### config.mk
export PLATFORM = sky130hd
export DESIGN_NAME = ddc_test_pattern_generator
export DESIGN_NICKNAME = d
export VERILOG_FILES = /design/src/tpg_pkg.sv /design/src/tpg_fifo.sv /design/src/ddc_test_pattern_generator.sv
export SDC_FILE = /design/constraint.sdc
export NUM_CORES = 1
export LEC_CHECK = 0
export BUFFER_PORTS_ARGS = -buffer_cell sky130_fd_sc_hd__buf_4
export CAP_MARGIN = 20
export CORE_ASPECT_RATIO = 0.7
export CORE_MARGIN = 2
export CORE_UTILIZATION = 50
export CTS_CLUSTER_SIZE = 8
export DETAILED_ROUTE_END_ITERATION = 12
export HOLD_SLACK_MARGIN = 0.12
export PLACE_DENSITY = 0.68
export SLEW_MARGIN = 20
export SYNTH_ARGS = -nofsm -noshare
export SYNTH_HDL_FRONTEND = slang
export SYNTH_SLANG_ARGS = --single-unit
### constraint.sdc
create_clock -name clk_i -period 5.75 [get_ports clk_i]
set_input_delay 1.15 -clock clk_i [delete_from_list [all_inputs] [get_ports clk_i]]
set_output_delay 1.15 -clock clk_i [all_outputs]
set_load 0.005 [all_outputs]
### src/tpg_pkg.sv
// Purpose: Shared constants and types for the down-converter test-pattern source.
// Assumes: 8-bit register port, 16-bit sample words.
// Notes: Offsets are register indices on the plain register port.
package tpg_pkg;

    // ==========================================================
    // Register map
    localparam logic [7:0] ADDR_USER_ONE_LO = 8'h33;
    localparam logic [7:0] ADDR_USER_ONE_HI = 8'h34;
    localparam logic [7:0] ADDR_USER_TWO_LO = 8'h35;
    localparam logic [7:0] ADDR_USER_TWO_HI = 8'h36;
    localparam logic [7:0] ADDR_COMMON_SEL = 8'h37;
    localparam logic [7:0] ADDR_UNIT2_SEL = 8'h38;
    localparam logic [7:0] ADDR_SHARED_CHOICE = 8'h39;
    localparam logic [7:0] ADDR_RESTART_CTRL = 8'h3A;
    localparam logic [7:0] REG_RESET = 8'h00;
    localparam logic [7:0] SEL_MASK = 8'h0F;
    localparam logic [7:0] BIT0_MASK = 8'h01;
    localparam logic [7:0] BIT01_MASK = 8'h03;

    // ==========================================================
    // Field positions
    localparam int INPHASE_LSB = 0;
    localparam int QUAD_LSB = 4;
    localparam int PERMIT_BIT = 0;
    localparam int RESTART_BIT = 1;

    // ==========================================================
    // Pattern codes and words
    localparam logic [3:0] PAT_NORMAL = 4'h0;
    localparam logic [3:0] PAT_ZEROS = 4'h1;
    localparam logic [3:0] PAT_ONES = 4'h2;
    localparam logic [3:0] PAT_TOGGLE = 4'h3;
    localparam logic [3:0] PAT_RAMP = 4'h4;
    localparam logic [3:0] PAT_SINGLE = 4'h6;
    localparam logic [3:0] PAT_DOUBLE = 4'h7;
    localparam logic [3:0] PAT_DESKEW = 4'h8;
    localparam logic [3:0] PAT_SYNC = 4'h9;
    localparam logic [15:0] WORD_ZEROS = 16'h0000;
    localparam logic [15:0] WORD_ONES = 16'hFFFF;
    localparam logic [15:0] WORD_TOGGLE_A = 16'h2AAA;
    localparam logic [15:0] WORD_TOGGLE_B = 16'h1555;
    localparam logic [15:0] WORD_DESKEW = 16'hAAAA;
    localparam logic [15:0] WORD_SYNC = 16'hFFFF;
    localparam logic [15:0] RAMP_STEP = 16'h0001;

    // ==========================================================
    // Sample pair carried through the buffer
    typedef struct packed {
        logic [15:0] quad;
        logic [15:0] inphase;
    } sample_pair_t;

    localparam int PAIR_W = 32;
    localparam int FIFO_DEPTH = 8;

endpackage

### src/tpg_fifo.sv
// Purpose: Small synchronous FIFO with valid/ready on both sides.
// Assumes: Depth is a power of two.
// Notes: Full and empty derive from an occupancy count.
`timescale 1ns/1ps
module tpg_fifo #(
    parameter int WIDTH = 32,
    parameter int DEPTH = 8
) (
    // Clock and reset
    input wire logic clk_i,
    input wire logic reset_i,
    // Fill side
    input wire logic in_valid_i,
    output logic in_ready_o,
    input wire logic [WIDTH-1:0] in_data_i,
    // Drain side
    output logic out_valid_o,
    input wire logic out_ready_i,
    output logic [WIDTH-1:0] out_data_o
);
    localparam int AW = $clog2(DEPTH);
    logic [WIDTH-1:0] mem [DEPTH];
    logic [AW-1:0] wr_ptr_r;
    logic [AW-1:0] rd_ptr_r;
    logic [AW:0] count_r;
    logic push;
    logic pop;

    assign in_ready_o = (count_r != (AW+1)'(DEPTH));
    assign out_valid_o = (count_r != '0);
    assign out_data_o = mem[rd_ptr_r];
    assign push = in_valid_i && in_ready_o;
    assign pop = out_valid_o && out_ready_i;

    always_ff @(posedge clk_i) begin
        if (push) begin
            mem[wr_ptr_r] <= in_data_i;
        end
    end

    always_ff @(posedge clk_i or posedge reset_i) begin
        if (reset_i) begin
            wr_ptr_r <= '0;
            rd_ptr_r <= '0;
            count_r <= '0;
        end else begin
            if (push) begin
                wr_ptr_r <= wr_ptr_r + AW'(1);
            end
            if (pop) begin
                rd_ptr_r <= rd_ptr_r + AW'(1);
            end
            if (push && !pop) begin
                count_r <= count_r + (AW+1)'(1);
            end else if (pop && !push) begin
                count_r <= count_r - (AW+1)'(1);
            end
        end
    end
endmodule // tpg_fifo

### src/ddc_test_pattern_generator.sv
// Purpose: Replaces second down-converter I/Q sample streams with test patterns.
// Assumes: Converter samples arrive on clk_i with a valid/ready handshake.
// Notes: Patterns advance once per pair accepted from the converter.
`timescale 1ns/1ps
// How it works
// - Bits 7-4 select quadrature stream pattern.
// - Bits 3-0 select in-phase stream pattern.
// - Code 0001 drives all-zero words.
// - Code 0010 drives all-one words.
// - Code 0011 alternates toggle words 2AAAh and 1555h.
// - Code 0100 ramps up one per word.
// - Code 0110 repeats user word one.
// - Code 0111 alternates user words one, two.
// - Code 1000 drives deskew word AAAAh.
// - Code 1001 drives sync word FFFFh.
// - Shared bit 0 uses common selector.
// - Shared bit 1 uses per-stream selectors.
// - Restart acts only while permit is set.
// - Two user words in four byte registers.
// - Common selector shares codes, 0000 normal.
module ddc_test_pattern_generator (
    // Clock and reset
    input wire logic clk_i,
    input wire logic reset_i,
    // Register port
    input wire logic [7:0] reg_addr_i,
    input wire logic [7:0] reg_wdata_i,
    input wire logic reg_write_i,
    input wire logic reg_read_i,
    output logic [7:0] reg_rdata_o,
    // Converter samples in
    input wire logic conv_valid_i,
    output logic conv_ready_o,
    input wire tpg_pkg::sample_pair_t conv_data_i,
    // Samples out toward serial link
    output logic out_valid_o,
    input wire logic out_ready_i,
    output tpg_pkg::sample_pair_t out_data_o
);
    // ==========================================================
    // Registers
    logic [15:0] user_word_one_r;
    logic [15:0] user_word_two_r;
    logic [3:0] common_select_r;
    logic [3:0] unit2_quadrature_select_r;
    logic [3:0] unit2_inphase_select_r;
    logic shared_choice_r;
    logic generator_restart_permit_r;
    logic generator_restart_pulse_r;
    logic [7:0] reg_rdata_r;

    always_ff @(posedge clk_i or posedge reset_i) begin
        if (reset_i) begin
            user_word_one_r <= {tpg_pkg::REG_RESET, tpg_pkg::REG_RESET};
            user_word_two_r <= {tpg_pkg::REG_RESET, tpg_pkg::REG_RESET};
            common_select_r <= tpg_pkg::PAT_NORMAL;
            unit2_quadrature_select_r <= tpg_pkg::PAT_NORMAL;
            unit2_inphase_select_r <= tpg_pkg::PAT_NORMAL;
            shared_choice_r <= 1'b0;
            generator_restart_permit_r <= 1'b0;
            generator_restart_pulse_r <= 1'b0;
        end else if (reg_write_i) begin
            unique case (reg_addr_i)
                tpg_pkg::ADDR_USER_ONE_LO: user_word_one_r[7:0] <= reg_wdata_i;
                tpg_pkg::ADDR_USER_ONE_HI: user_word_one_r[15:8] <= reg_wdata_i;
                tpg_pkg::ADDR_USER_TWO_LO: user_word_two_r[7:0] <= reg_wdata_i;
                tpg_pkg::ADDR_USER_TWO_HI: user_word_two_r[15:8] <= reg_wdata_i;
                tpg_pkg::ADDR_COMMON_SEL: begin
                    common_select_r <= reg_wdata_i[3:0];
                end
                tpg_pkg::ADDR_UNIT2_SEL: begin
                    unit2_quadrature_select_r <= reg_wdata_i[tpg_pkg::QUAD_LSB +: 4];
                    unit2_inphase_select_r <= reg_wdata_i[tpg_pkg::INPHASE_LSB +: 4];
                end
                tpg_pkg::ADDR_SHARED_CHOICE: begin
                    shared_choice_r <= reg_wdata_i[0];
                end
                tpg_pkg::ADDR_RESTART_CTRL: begin
                    generator_restart_permit_r <= reg_wdata_i[tpg_pkg::PERMIT_BIT];
                    generator_restart_pulse_r <= reg_wdata_i[tpg_pkg::RESTART_BIT];
                end
                default: begin
                end
            endcase
        end
    end

    // Read data stand one cycle after the read strobe; unmapped reads return zero.
    always_ff @(posedge clk_i or posedge reset_i) begin
        if (reset_i) begin
            reg_rdata_r <= tpg_pkg::REG_RESET;
        end else if (reg_read_i) begin
            unique case (reg_addr_i)
                tpg_pkg::ADDR_USER_ONE_LO: reg_rdata_r <= user_word_one_r[7:0];
                tpg_pkg::ADDR_USER_ONE_HI: reg_rdata_r <= user_word_one_r[15:8];
                tpg_pkg::ADDR_USER_TWO_LO: reg_rdata_r <= user_word_two_r[7:0];
                tpg_pkg::ADDR_USER_TWO_HI: reg_rdata_r <= user_word_two_r[15:8];
                tpg_pkg::ADDR_COMMON_SEL: reg_rdata_r <= {4'h0, common_select_r};
                tpg_pkg::ADDR_UNIT2_SEL: begin
                    reg_rdata_r <= {unit2_quadrature_select_r, unit2_inphase_select_r};
                end
                tpg_pkg::ADDR_SHARED_CHOICE: reg_rdata_r <= {7'h00, shared_choice_r};
                tpg_pkg::ADDR_RESTART_CTRL: begin
                    reg_rdata_r <= {6'h00, generator_restart_pulse_r, generator_restart_permit_r};
                end
                default: reg_rdata_r <= tpg_pkg::REG_RESET;
            endcase
        end else begin
            reg_rdata_r <= tpg_pkg::REG_RESET;
        end
    end

    assign reg_rdata_o = reg_rdata_r;

    // ==========================================================
    // Pattern state
    logic restart_now;
    logic advance;
    logic phase_r;
    logic [15:0] ramp_r;
    logic conv_ready_r;

    assign restart_now = generator_restart_permit_r && generator_restart_pulse_r;
    // A pair is taken only while the ready shown to the converter is high.
    assign advance = conv_valid_i && conv_ready_r;

    always_ff @(posedge clk_i or posedge reset_i) begin
        if (reset_i) begin
            phase_r <= 1'b0;
            ramp_r <= tpg_pkg::WORD_ZEROS;
        end else if (restart_now) begin
            phase_r <= 1'b0;
            ramp_r <= tpg_pkg::WORD_ZEROS;
        end else if (advance) begin
            phase_r <= ~phase_r;
            ramp_r <= ramp_r + tpg_pkg::RAMP_STEP;
        end
    end

    // ==========================================================
    // Pattern selection
    function automatic logic [15:0] pick(
        input logic [3:0] code,
        input logic [15:0] conv,
        input logic phase,
        input logic [15:0] ramp,
        input logic [15:0] one,
        input logic [15:0] two
    );
        logic [15:0] word;
        word = conv;
        unique case (code)
            tpg_pkg::PAT_ZEROS: word = tpg_pkg::WORD_ZEROS;
            tpg_pkg::PAT_ONES: word = tpg_pkg::WORD_ONES;
            tpg_pkg::PAT_TOGGLE: begin
                word = phase ? tpg_pkg::WORD_TOGGLE_B : tpg_pkg::WORD_TOGGLE_A;
            end
            tpg_pkg::PAT_RAMP: word = ramp;
            tpg_pkg::PAT_SINGLE: word = one;
            tpg_pkg::PAT_DOUBLE: word = phase ? two : one;
            tpg_pkg::PAT_DESKEW: word = tpg_pkg::WORD_DESKEW;
            tpg_pkg::PAT_SYNC: word = tpg_pkg::WORD_SYNC;
            default: word = conv;
        endcase
        return word;
    endfunction

    logic [3:0] quad_code;
    logic [3:0] inph_code;
    tpg_pkg::sample_pair_t gen_pair;

    always_comb begin
        if (shared_choice_r) begin
            quad_code = unit2_quadrature_select_r;
            inph_code = unit2_inphase_select_r;
        end else begin
            quad_code = common_select_r;
            inph_code = common_select_r;
        end
        gen_pair.quad = pick(quad_code, conv_data_i.quad, phase_r, ramp_r,
            user_word_one_r, user_word_two_r);
        gen_pair.inphase = pick(inph_code, conv_data_i.inphase, phase_r, ramp_r,
            user_word_one_r, user_word_two_r);
    end

    // ==========================================================
    // Output buffer and registered output stage
    logic fifo_out_valid;
    logic fifo_out_ready;
    tpg_pkg::sample_pair_t fifo_out_data;
    logic out_valid_r;
    tpg_pkg::sample_pair_t out_data_r;
    localparam int OCC_W = $clog2(tpg_pkg::FIFO_DEPTH) + 1;
    logic pop_word;
    logic [OCC_W-1:0] occ_r;
    logic [OCC_W-1:0] occ_nxt;

    tpg_fifo #(
        .WIDTH(tpg_pkg::PAIR_W),
        .DEPTH(tpg_pkg::FIFO_DEPTH)
    ) u_fifo (
        .clk_i(clk_i),
        .reset_i(reset_i),
        .in_valid_i(advance),
        .in_ready_o(),
        .in_data_i(gen_pair),
        .out_valid_o(fifo_out_valid),
        .out_ready_i(fifo_out_ready),
        .out_data_o(fifo_out_data)
    );

    assign fifo_out_ready = !out_valid_r || out_ready_i;
    assign pop_word = fifo_out_valid && fifo_out_ready;

    always_ff @(posedge clk_i or posedge reset_i) begin
        if (reset_i) begin
            out_valid_r <= 1'b0;
        end else if (fifo_out_ready) begin
            out_valid_r <= fifo_out_valid;
        end
    end

    // The output word is loaded only with a real pair, so it never shows stale memory.
    always_ff @(posedge clk_i or posedge reset_i) begin
        if (reset_i) begin
            out_data_r <= '0;
        end else if (pop_word) begin
            out_data_r <= fifo_out_data;
        end
    end

    // Occupancy mirrors the FIFO so that ready comes straight from a flip-flop.
    always_comb begin
        occ_nxt = occ_r;
        if (advance && !pop_word) begin
            occ_nxt = occ_r + OCC_W'(1);
        end else if (pop_word && !advance) begin
            occ_nxt = occ_r - OCC_W'(1);
        end
    end

    always_ff @(posedge clk_i or posedge reset_i) begin
        if (reset_i) begin
            occ_r <= '0;
            conv_ready_r <= 1'b0;
        end else begin
            occ_r <= occ_nxt;
            conv_ready_r <= (occ_nxt != OCC_W'(tpg_pkg::FIFO_DEPTH));
        end
    end

    assign conv_ready_o = conv_ready_r;
    assign out_valid_o = out_valid_r;
    assign out_data_o = out_data_r;

endmodule // ddc_test_pattern_generator

* After elaboration in Yosys (flattened, before gate mapping) *
Memories as Yosys holds them, arrays and structs flattened. A register that Yosys moved wholly into a read port is not among the register bits.
Cells that the tools add are included.

operators by class
  eq/ne operators = 26
  $mul = 0
  divide/modulo/power cells = 0
  bitwise logic cells = 1
  muxes and demuxes = 18
  order comparisons = 0
  add/sub/neg operators = 7
  reduce and logical (&&, ||, !) cells = 26
  shift-type cells = 0

operators by type and width
  kind                                                                   count
  16-bit one-hot mux with 7 select lines                                 2
  8-bit by 6-bit equality test with 1-bit output, second input constant  8
  8-bit one-hot mux with 8 select lines                                  1
  16-bit 2-to-1 mux                                                      3
  4-bit by 3-bit equality test with 1-bit output, second input constant  6
  4-bit 2-to-1 mux                                                       6
  16-bit by 1-bit adder with 16-bit output, second input constant        1
  4-bit by 2-bit equality test with 1-bit output, second input constant  4
  4-bit equality test, second input constant                             4
  2-bit AND reduction                                                    8
  14-bit 2-to-1 mux                                                      1
  4-bit by 1-bit adder with 4-bit output, second input constant          2
  4-bit by 1-bit equality test with 1-bit output, second input constant  2
  1-bit logical AND                                                      8
  8-bit 2-to-1 mux                                                       1
  4-bit != test, second input constant                                   2
  4-bit by 1-bit subtractor with 4-bit output, second input constant     2
  3-bit by 1-bit adder with 3-bit output, second input constant          2
  1-bit logical NOT                                                      4
  1-bit 2-to-1 mux                                                       4
  2-bit nonzero test                                                     2
  4-bit nonzero test                                                     1
  2-bit OR reduction                                                     2
  1-bit logical OR                                                       1
  1-bit inverter                                                         1

word-level totals
  logic and storage cells = 98
  RAM bits = 256
  output and inout bits = 42
  ROM bits = 0
  latch bits = 0
  bits in registers = 88
  input bits = 54
  memories kept = 1

memory list
  name        words  bits a word  read ports  clocked after memory_dff  write ports  RTL line        RTL
  u_fifo.mem  8      32           1           1                         1            tpg_fifo.sv:22  logic [WIDTH-1:0] mem [DEPTH];

* Logic depth before layout (Yosys ltp) *
Gate-level depths: netlist of run 1.

  depth in word-level cells = 7
  gate-level depth with buffers = 13
  depth with buffers taken out = 11

* Modules after synthesis *
Synthesis of run 1 repeated with hierarchy kept, for this count alone.

second synthesis, totals
  cells, all modules = 1,101
  area, all modules = 16,995.0 um2

by module, submodules not included
  module                      area an instance (um2)  instances  sequential area each (um2)  cells an instance
  tpg_fifo                    10,353.7                1          7,937.6                     433
  ddc_test_pattern_generator  6,641.4                 1          2,752.6                     668

* Worst setup path before layout of run 1 *
OpenSTA, ideal clock, no wires.

  path kind = in2reg
  start point = input port conv_valid_i
  end point = memory u_fifo.mem[1][0], enable pin
  library setup time = 0.461 ns
  setup slack = 1.285 ns
  data required time = 5.289 ns
  path buffers = 0
  stages on the path = 4
  arrival = 4.004 ns
  path through = nand2_1 -> a21oi_1 -> nand2_1 -> nor3_1

between the ends
  longest elaborated chain between the ends = 4

RTL lines
  element                                 RTL line                           RTL
  from (decl)                             ddc_test_pattern_generator.sv:32   input wire logic conv_valid_i,
  1-bit logical AND                       ddc_test_pattern_generator.sv:125  assign advance = conv_valid_i && conv_ready_r;
  1-bit logical AND                       tpg_fifo.sv:32                     assign push = in_valid_i && in_ready_o;
  named net u_fifo.push                   tpg_fifo.sv:26                     logic push;
  1-bit 2-to-1 mux                        tpg_fifo.sv:36                     if (push) begin
  1-bit 2-to-1 mux (implied by the code)  tpg_fifo.sv:37                     mem[wr_ptr_r] <= in_data_i;
  to (decl)                               tpg_fifo.sv:22

The timed path passes the listed nets, and every way through them passes these cells.

==> results of run 1 <==
critical path, stage by stage, from the launching register on:
cell and delay (ns):
dfrtp_1 0.87, mux2_2 0.41, nand2_1 0.25, nor2_1 0.83
a222oi_1 0.19, a2bb2oi_1 0.65
placed cells by master, fill, tap and decap left out, types with 19 or more instances in the layout:
master	Yosys	routed
edfxtp_1	256	256
dfrtp_1	120	117
buf_4	3	102
mux4_2	68	68
nor2_1	71	64
mux2_2	55	55
clkbuf_16	0	53
a21oi_1	52	52
mux2i_1	47	47
clkbuf_1	18	38
nand2_1	36	36
o22a_1	19	19
cells in the mapped netlist (all sizes together), types with 8 or more instances:
library cell | count | area share
a21oi | 53 | 0.017
a222oi | 16 | 0.0098
a2bb2oi | 11 | 0.0071
a32oi | 15 | 0.011
buf | 30 | 0.010
clkbuf | 18 | 0.0042
dfrtp | 120 | 0.18
edfxtp | 256 | 0.47
ha | 8 | 0.0062
inv | 13 | 0.0030
mux2 | 56 | 0.039
mux2i | 48 | 0.030
mux4 | 68 | 0.094
nand2 | 37 | 0.0087
nand2b | 9 | 0.0035
nand3 | 18 | 0.0055
nor2 | 76 | 0.019
nor3 | 16 | 0.0062
o21ai | 12 | 0.0039
o22a | 19 | 0.010
o2bb2ai | 8 | 0.0043
xnor2 | 16 | 0.0086
xor2 | 11 | 0.0059
worst max path at each step:
stage	start	end	slack, ns
2_1_floorplan	conv_valid_i	u_fifo.mem[1][0]	1.29
3_3_place_gp	conv_valid_i	u_fifo.mem[1][6]	1.91
3_5_place_dp	conv_valid_i	u_fifo.mem[0][14]	1.88
4_1_cts	shared_choice_r	u_fifo.mem[0][26]	2.34
5_1_grt	shared_choice_r	u_fifo.mem[6][9]	2.09
6_report	shared_choice_r	u_fifo.mem[5][2]	2.22
power groups by stage:
stage | combinational [µW] | sequential [µW] | clock (µW)
2_1_floorplan | 1590 | 3730 | 0
3_3_place_gp | 2130 | 3940 | 0
3_5_place_dp | 2180 | 3960 | 0
4_1_cts | 2190 | 3920 | 2890
5_1_grt | 2370 | 3970 | 3020
6_report | 2170 | 3910 | 2830
kinds of logic after synthesis:
family | after synthesis
adders and majority gates | 9
muxes | 172
and+or+nand+nor | 186
xor gates and xnor gates | 27
AOI/OAI and AO/OA | 167
buffers and inverters | 61
DFF | 376
sequential cells by signal, summed over array words and instances (netlist names), 4 cells and up:
signal                     cells
common_select_r                4
u_fifo.mem                   256
reg_rdata_o                    8
out_data_o                    32
occ_r                          4
ramp_r                        16
unit2_quadrature_select_r      4
user_word_one_r               16
user_word_two_r               16
unit2_inphase_select_r         4
u_fifo.count_r                 4
layout make-up:
cell class,instances,area (µm²),share of cell area
clock inverter,4,50.0,0.00263
sequential,376,10700,0.561
inverter,13,51.3,0.00269
clock buffer,91,1470,0.0771
timing repair buffer,108,893,0.0469
multi-input combinational,561,5370,0.282
tap,427,534,0.0280
stage by stage:
step                std cells  hold WS, ns  utilization  cell area [µm²]  worst slack (ns)
floorplan                 998        0.430            -            16300              1.29
global placement         1481        0.448        0.542            17400              1.91
detailed placement       1483        0.447        0.543            17500              1.88
CTS                      1578        0.456        0.590            19000              2.34
global route             1580        0.491        0.592            19100              2.09
finish                   1580        0.451        0.592            19100              2.22
per-layer routing:
layer | up-vias | track usage | wire length (µm) | share of wire
met2 | 384 | 0.341 | 17200 | 0.43
li1 | 4217 | - | - | -
met4 | 0 | 0.0518 | 509 | 0.013
met3 | 48 | 0.0700 | 3540 | 0.088
met5 | - | 0 | 0 | 0
met1 | 4940 | 0.376 | 18900 | 0.47
==> results.toml, run 1 <==
[run]
cap_violations = 0

[clock_tree]
cts_made_buffers = 53
cts_resized = 0
cts_buffer_depth = 3
cts_setup_buffers = 0
clk_latency_ns = 0.58
cts_tree = "built"
clock_sinks = 376
clock_tree.root_cell = "clkbuf_16"
path_clk_slew_ns = 0.05
htree_levels = 2
cts_hold_buffers = 0

[yosys]
synthSimpleGateAreaFrac = 0.0579
netlist_area_mm2 = 0.0163
synth_edf_count = 256
synthesis.instances = 998
synth_xor_area_frac = 0.0145
yosys.area_share.adder = 0.00738
avgSynthCellArea_um2 = 16.3
ys_seq_area_frac = 0.657
synth_cell_type_count = 75
ys_async_sr_fraction = 0.319
synth_top_family_by_area = "multiplexers"
synth_ff_type = "edfxtp_1"
synth-seq-cells = 376
synth_compound_area_frac = 0.0820
synth_mux_area_frac = 0.163
yosys_warnings = 0
syn-num-nets = 1061

[power]
peakVddDrop_mv = 0.288
sw_frac_of_total = 0.295
clkPwrFrac = 0.318
p_int_uw = 6280
p_seq_frac = 0.439
finalPower_uw = 8910
power_leakage_uw = 0.00695
pwr-share-comb = 0.243
power_switching_uw = 2630
p_per_area_mw_per_mm2 = 468

[timing]
fin_crit_sh = 0.614
max_freq_mhz = 283
hold_violations = 0
setup_viol = 0
tns_ns = 0
slew_headroom = 0.286
fin_skew_ns = 0.0251
rsz0062_at_grt = "false"
maxSlewViolCount = 0
worst_slew_pin_slew_ns = 1.07
period_minus_slack_ns = 3.53

[floorplanning]
num_io_pins = 96
start_util = 0.505
dieArea_mm2 = 0.0340
die_w_um = 220
die_y_um = 155
coreArea_mm2 = 0.0322
rows = 55

[worst_setup_path]
reg2reg_to = "u_fifo.mem[5][2]"
end_kind = "flop"
ff2ff_setup_slack_ns = 2.22
crit_type = "reg -> reg"
crit_path_max_fanout = 21
crit_path_start_kind = "flop"
r2r_cells = 5
required_ns = 6.01
critPathArrivalTime_ns = 3.79
rr_startpoint = "shared_choice_r"

[global_route]
antenna_found_initial = 0
grt_max_degree = 69
grt_pass1_wl_mm = 60.6
grt_util_all_layers = 0.242
grt_overflow_total = 0
grt_pass1_vias = 9465

[routing]
ant_nets = 0
drtIter0Drc = 898
vias = 9589
wirelength_mm = 40.1
wl_per_cell_um = 25.4
firstDrtPassIters = 8
vias_per_cell = 6.07
remaining_drc_errors = 0

[min_path]
hold_start = "occ_r[3]"
hp-class = "reg -> reg"
hold_depth = 1
min_to = "occ_r[3]"

[placement]
io_buffers = 95
dp_hpwl_mm = 26.8
gp_congestion = 0.965

[cells_and_area]
area_delta_synth_final_pct = 17.2
fill_cells = 2480
drive_gt1_frac = 0.289
diodes = 0
design.final.nets = 1176

[outcome]
status = "completed"
Note: power is estimated with default switching activity, not from simulation.
==> run 2, diff against run 1 <==
--- a/config.mk
+++ b/config.mk
@@ -5,6 +5,7 @@
 export SDC_FILE = /design/constraint.sdc
 export NUM_CORES = 1
 export LEC_CHECK = 0
+export ABC_AREA = 1
 export BUFFER_PORTS_ARGS = -buffer_cell sky130_fd_sc_hd__buf_4
 export CAP_MARGIN = 20
 export CORE_ASPECT_RATIO = 0.7
@@ -13,7 +14,7 @@
 export CTS_CLUSTER_SIZE = 8
 export DETAILED_ROUTE_END_ITERATION = 12
 export HOLD_SLACK_MARGIN = 0.12
-export PLACE_DENSITY = 0.68
+export PLACE_DENSITY = 0.67
 export SLEW_MARGIN = 20
 export SYNTH_ARGS = -nofsm -noshare
 export SYNTH_HDL_FRONTEND = slang
==> constraint.sdc (replaced) <==
create_clock -name clk_i -period 3.4 [get_ports clk_i]
set_input_delay 0.68 -clock clk_i [delete_from_list [all_inputs] [get_ports clk_i]]
set_output_delay 0.68 -clock clk_i [all_outputs]
set_load 0.005 [all_outputs]
==> run 2 against run 1 <==
Effect of this change: hold slack worse by 0.27 ns; register-to-register slack worse by 1.9 ns; global-route usage is 2.5 points higher; non-clock buffer count is 12 higher; routed wire length is 18% higher.
==> results.toml, run 2 <==
[worst_setup_path]
required_ns = 3.60
crit_slowest_cell = "nor2_4"
crit_type = "reg -> reg"
crit_chain = "inv_1 > nand2_1 > nand2_1 > inv_2 > nor2_4 > nand2_1 > and2_1 > nand3_1 > nand3_1"
crit_path_start_kind = "flop"
reg2reg_to = "u_fifo.mem[1][22]"
critPathMaxStageDelay_ns = 0.72
rr_startpoint = "shared_choice_r"
critPathArrivalTime_ns = 3.25
r2r_cells = 9
ff2ff_setup_slack_ns = 0.35
end_kind = "flop"
crit_buf_inv = 2
worst_path_dominant_cell_family = "simple AND/OR/NAND/NOR gates"
cp_common_cell = "nand2_1"
crit_path_max_fanout = 49

[yosys]
synth_cell_type_count = 36
ys_seq_area_frac = 0.621
yosys_warnings = 0
synth_ff_type = "edfxtp_1"
synthTopCellsByCount = "nand2_1 (313), nor2_1 (287), edfxtp_1 (256), nand3_1 (251), o21ai_0 (206)"
avgSynthCellArea_um2 = 9.66
synth-seq-cells = 376
synth_most_common_cell = "nand2_1"
synthesis.instances = 1783
netlist_area_mm2 = 0.0172
synth_largest_area_cell = "edfxtp_1"
synth_edf_count = 256
synthTopCellsByArea = "edfxtp_1 (45%), dfrtp_1 (17%), nand3_1 (7.3%), nand2_1 (6.8%), nor2_1 (6.3%)"
syn-num-nets = 1846
synth_top_cell_area_share = 0.447
ys_async_sr_fraction = 0.319

[cells_and_area]
fill_cells = 2843
drive_gt1_frac = 0.119
mostFrequentLayoutCells = "nand2_1 (312), nor2_1 (279), edfxtp_1 (256), nand3_1 (251), o21ai_0 (206)"
area_delta_synth_final_pct = 15.4
design.final.nets = 1927
largest_register = "u_fifo.mem"
layout_commonest_cell = "nand2_1"
largest_register_ffs = 256
fin_area_mm2 = 0.0199
diodes = 0

[floorplanning]
dieArea_mm2 = 0.0360
rows = 56
num_io_pins = 96
die_y_um = 159
die_w_um = 226
start_util = 0.511
coreArea_mm2 = 0.0337

[run]
cap_violations = 0

[outcome]
status = "completed"

[clock_tree]
htree_levels = 2
clock_tree.root_cell = "clkbuf_16"
cts_setup_buffers = 0
clock_sinks = 376
cts_made_buffers = 52
cts_resized = 0
clk_latency_ns = 0.58
cts_tree = "built"
path_clk_slew_ns = 0.06
cts_hold_buffers = 0
cts_buffer_depth = 3

[timing]
hold_violations = 0
fin_crit_sh = 0.898
max_freq_mhz = 328
tns_ns = 0
setup_viol = 0
setup_slack_ns = 0.347
worst_slew_pin_slew_ns = 0.974
fin_skew_ns = 0.0345
slew_headroom = 0.349
period_minus_slack_ns = 3.05
maxSlewViolCount = 0
hold_ws_ns = 0.181
rsz0062_at_grt = "false"

[global_route]
antenna_found_initial = 0
grt_util_all_layers = 0.268
grt_overflow_total = 0
grt_pass1_vias = 12556
grt_max_degree = 130
grt_pass1_wl_mm = 73.5

[power]
p_per_area_mw_per_mm2 = 798
peakVddDrop_mv = 0.489
power_leakage_uw = 0.00792

[min_path]
hp-class = "in -> async"

[placement]
io_buffers = 95
dp_slack_ns = 0.456
gp_congestion = 0.996
dp_hpwl_mm = 30.5
placed_area_mm2 = 0.0184

[routing]
met1_length_mm = 20.8
vias_per_cell = 5.67
wirelength_mm = 47.4
wl_met2_mm = 20.2
wl_per_cell_um = 20.0
firstDrtPassIters = 6
drtIter0Drc = 1487
ant_nets = 0
topRoutingLayerUsed = "met4"
routed-wl-met3_mm = 5.16
remaining_drc_errors = 0
vias = 13410
## run 2: cell types whose count changed in the layout (fill, tap and decap cells not counted), moves of 16 or more
| cell | previous run | this run |
|---|---|---|
| a21oi_1 | 52 | 15 |
| a222oi_1 | 16 | 0 |
| inv_1 | 12 | 96 |
| mux2_2 | 55 | 1 |
| mux2i_1 | 47 | 0 |
| mux4_2 | 68 | 0 |
| nand2_1 | 36 | 312 |
| nand3_1 | 18 | 251 |
| nor2_1 | 64 | 279 |
| o211ai_1 | 1 | 64 |
| o21ai_0 | 11 | 206 |
| o22a_1 | 19 | 0 |
## run 2: per-stage QoR
stage | utilization | power, µW | cells
after floorplan | - | 9350 | 1783
after global placement | 0.545 | 11000 | 2274
after detailed placement | 0.545 | 11100 | 2274
after CTS | 0.590 | 15900 | 2366
after global routing | 0.590 | 16800 | 2366
final | 0.590 | 15900 | 2366
## run 2: power by group
part	total [µW]	internal [µW]	switching, µW
Clock	4810	2930	1890
Sequential	6510	5960	550
Combinational	4540	1460	3070
## run 2: layout make-up
cell class              count  area, µm²  share of cell area
well taps                 464        581              0.0292
repair buffers            120        951              0.0478
flip-flops and latches    376      10700               0.538
clock inverters             1       16.3            0.000818
multi-input cells        1209       5740               0.289
clock buffers              91       1490              0.0750
inverters                 105        399              0.0201
## run 2: worst max-delay path by stage
stage / cells after the start / to / slack, ns / from
after CTS: 9 / u_fifo.mem[3][23] / 0.43 / shared_choice_r
final: 9 / u_fifo.mem[1][22] / 0.35 / shared_choice_r
after detailed placement: 9 / u_fifo.mem[4][23] / 0.46 / shared_choice_r
after floorplan: 6 / u_fifo.mem[0][0] / 0.13 / conv_valid_i
after global placement: 9 / u_fifo.mem[7][23] / 0.52 / shared_choice_r
after global routing: 9 / u_fifo.mem[3][16] / 0.06 / shared_choice_r
## run 2: cells by family (layout without fill, tap and decap cells)
group           after synthesis  in the layout  synth area share
mux                           1              1          0.000654
xor+xnor                      6              6           0.00305
simple gates                896            896             0.222
fa+ha+maj                     9              9           0.00698
flops                       376            376             0.621
buf+inv                     198            317            0.0495
compound gates              297            297            0.0971
## run 2: per-layer routing
layer | vias up | track usage
li1 | 6297 | -
met1 | 6416 | 0.398
met2 | 620 | 0.386
met3 | 77 | 0.0705
met4 | 0 | 0.0789
met5 | - | 0
==> run 3, diff against run 2 <==
--- a/config.mk
+++ b/config.mk
@@ -5,7 +5,6 @@
 export SDC_FILE = /design/constraint.sdc
 export NUM_CORES = 1
 export LEC_CHECK = 0
-export ABC_AREA = 1
 export BUFFER_PORTS_ARGS = -buffer_cell sky130_fd_sc_hd__buf_4
 export CAP_MARGIN = 20
 export CORE_ASPECT_RATIO = 0.7
@@ -14,8 +13,8 @@
 export CTS_CLUSTER_SIZE = 8
 export DETAILED_ROUTE_END_ITERATION = 12
 export HOLD_SLACK_MARGIN = 0.12
-export PLACE_DENSITY = 0.67
-export SLEW_MARGIN = 20
+export PLACE_DENSITY = 0.68
+export SLEW_MARGIN = 40
 export SYNTH_ARGS = -nofsm -noshare
 export SYNTH_HDL_FRONTEND = slang
 export SYNTH_SLANG_ARGS = --single-unit
==> run 3 against run 2 <==
Effect of this change: critical endpoint is now u_fifo.mem[4][1]; sequential power rose by 1%; power fell by 4.8%; clock skew rose by 0.0011 ns; routed wire length fell by 15%; cell count fell by 33%; clock-buffer cell count fell by 2; die area fell by 5.4%; largest power group unchanged; register-to-register slack got worse by 0.03 ns; clock power fell by 2%; fmax fell by 0.99%; via count fell by 28%.
==> results.toml, run 3 (synthesis results as in run 1) <==
[outcome]
status = "completed"

[routing]
routed-wl-met3_mm = 3.92
ant_nets = 0
topRoutingLayerUsed = "met5"
vias_per_cell = 6.10
remaining_drc_errors = 0
met1_length_mm = 18.1
wl_per_cell_um = 25.3
wl_met2_mm = 17.2
firstDrtPassIters = 11
vias = 9709
wirelength_mm = 40.3
drtIter0Drc = 970

[clock_tree]
cts_hold_buffers = 0
htree_levels = 2
clock_tree.root_cell = "clkbuf_16"
path_clk_slew_ns = 0.05
cts_made_buffers = 52
cts_buffer_depth = 3
clock_sinks = 376
cts_resized = 0
cts_setup_buffers = 0
clk_latency_ns = 0.58
cts_tree = "built"

[floorplanning]
num_io_pins = 96
die_y_um = 155
rows = 55
die_w_um = 220
start_util = 0.505
dieArea_mm2 = 0.0340
coreArea_mm2 = 0.0322

[worst_setup_path]
crit_buf_inv = 0
crit_path_max_fanout = 17
worst_path_dominant_cell_family = "compound AO/OA/AOI/OAI gates"
crit_path_start_kind = "flop"
end_kind = "flop"
crit_type = "reg -> reg"
critPathMaxStageDelay_ns = 0.66
crit_chain = "nor3b_2 > a21oi_2 > o2bb2ai_1 > a32oi_4 > a2bb2oi_1"
crit_slowest_cell = "a2bb2oi_1"
required_ns = 3.65
critPathArrivalTime_ns = 3.33

[cells_and_area]
largest_register = "u_fifo.mem"
post-route-util = 0.596
fin_area_mm2 = 0.0192
drive_gt1_frac = 0.298
design.final.nets = 1192
largest_register_ffs = 256
layout_commonest_cell = "edfxtp_1"
mostFrequentLayoutCells = "edfxtp_1 (256), dfrtp_1 (117), buf_4 (114), mux4_2 (68), nor2_1 (64)"
area_delta_synth_final_pct = 18.1
diodes = 0
fill_cells = 2415

[placement]
dp_hpwl_mm = 26.5
io_buffers = 95
placed_area_mm2 = 0.0177
gp_congestion = 1.04

[power]
p_per_area_mw_per_mm2 = 786
peakVddDrop_mv = 0.490
power_leakage_uw = 0.00703
p_int_uw = 10700
power_switching_uw = 4430
clkPwrFrac = 0.312
sw_frac_of_total = 0.294
p_seq_frac = 0.436
pwr-share-comb = 0.252
finalPower_uw = 15100

[timing]
worst_slew_pin_slew_ns = 0.760
setup_viol = 0
hold_ws_ns = 0.242
period_minus_slack_ns = 3.08
tns_ns = 0
slew_headroom = 0.494
fin_skew_ns = 0.0356
hold_violations = 0
fin_crit_sh = 0.907
rsz0062_at_grt = "false"
max_freq_mhz = 324
maxSlewViolCount = 0

[global_route]
antenna_found_initial = 0
grt_util_all_layers = 0.243
grt_overflow_total = 0
grt_pass1_wl_mm = 60.6
grt_pass1_vias = 9693
grt_max_degree = 86

[run]
cap_violations = 0

[min_path]
hp-class = "in -> async"
-- run 3: final timing paths --
| check | depth (start not counted) | to | slack [ns] | startpoint |
|---|---|---|---|---|
| hold reg to reg | 1 | occ_r[3] | 0.45 | occ_r[3] |
| min in group clk_i | 2 | user_word_two_r[3] | 0.38 | reg_wdata_i[3] |
| setup / recovery | 5 | u_fifo.mem[4][1] | 0.32 | shared_choice_r |
| hold / removal | 3 | u_fifo.count_r[0] | 0.24 | reset_i |
| max in group asynchronous | 4 | out_data_o[13] | 2.64 | reset_i |
| setup reg to reg | 5 | u_fifo.mem[4][1] | 0.32 | shared_choice_r |
-- run 3: layout make-up --
type                            count  area, µm²  share of cell area
Timing Repair Buffer              125       1080              0.0560
Inverter                           13       52.6             0.00274
Tap cell                          427        534              0.0278
Multi-Input combinational cell    561       5370               0.279
Clock inverter                      1       20.0             0.00104
Clock buffer                       89       1460              0.0761
Sequential cell                   376      10700               0.557
-- run 3: tightest hold or removal path, stage by stage --
cell and delay (ns):
buf_4 0.12, clkinvlp_4 0.08, buf_12 0.36
-- run 3: stage by stage --
step,setup slack [ns],cells
4_1_cts,0.438,1592
2_1_floorplan,0.259,998
3_3_place_gp,0.572,1502
3_5_place_dp,0.488,1502
5_1_grt,0.151,1592
6_report,0.316,1592
-- run 3: power groups by stage --
| stage | registers (µW) | clock network (µW) | logic [µW] |
|---|---|---|---|
| 2_1_floorplan | 6300 | 0 | 2690 |
| 3_3_place_gp | 6630 | 0 | 3790 |
| 3_5_place_dp | 6650 | 0 | 3830 |
| 4_1_cts | 6580 | 4820 | 3850 |
| 5_1_grt | 6660 | 5020 | 4160 |
| 6_report | 6580 | 4720 | 3800 |
-- run 3: layer usage --
metal	track usage	vias up
met4	0.0716	2
met1	0.367	4951
li1	-	4246
met2	0.340	439
met5	0.0116	-
met3	0.0749	71
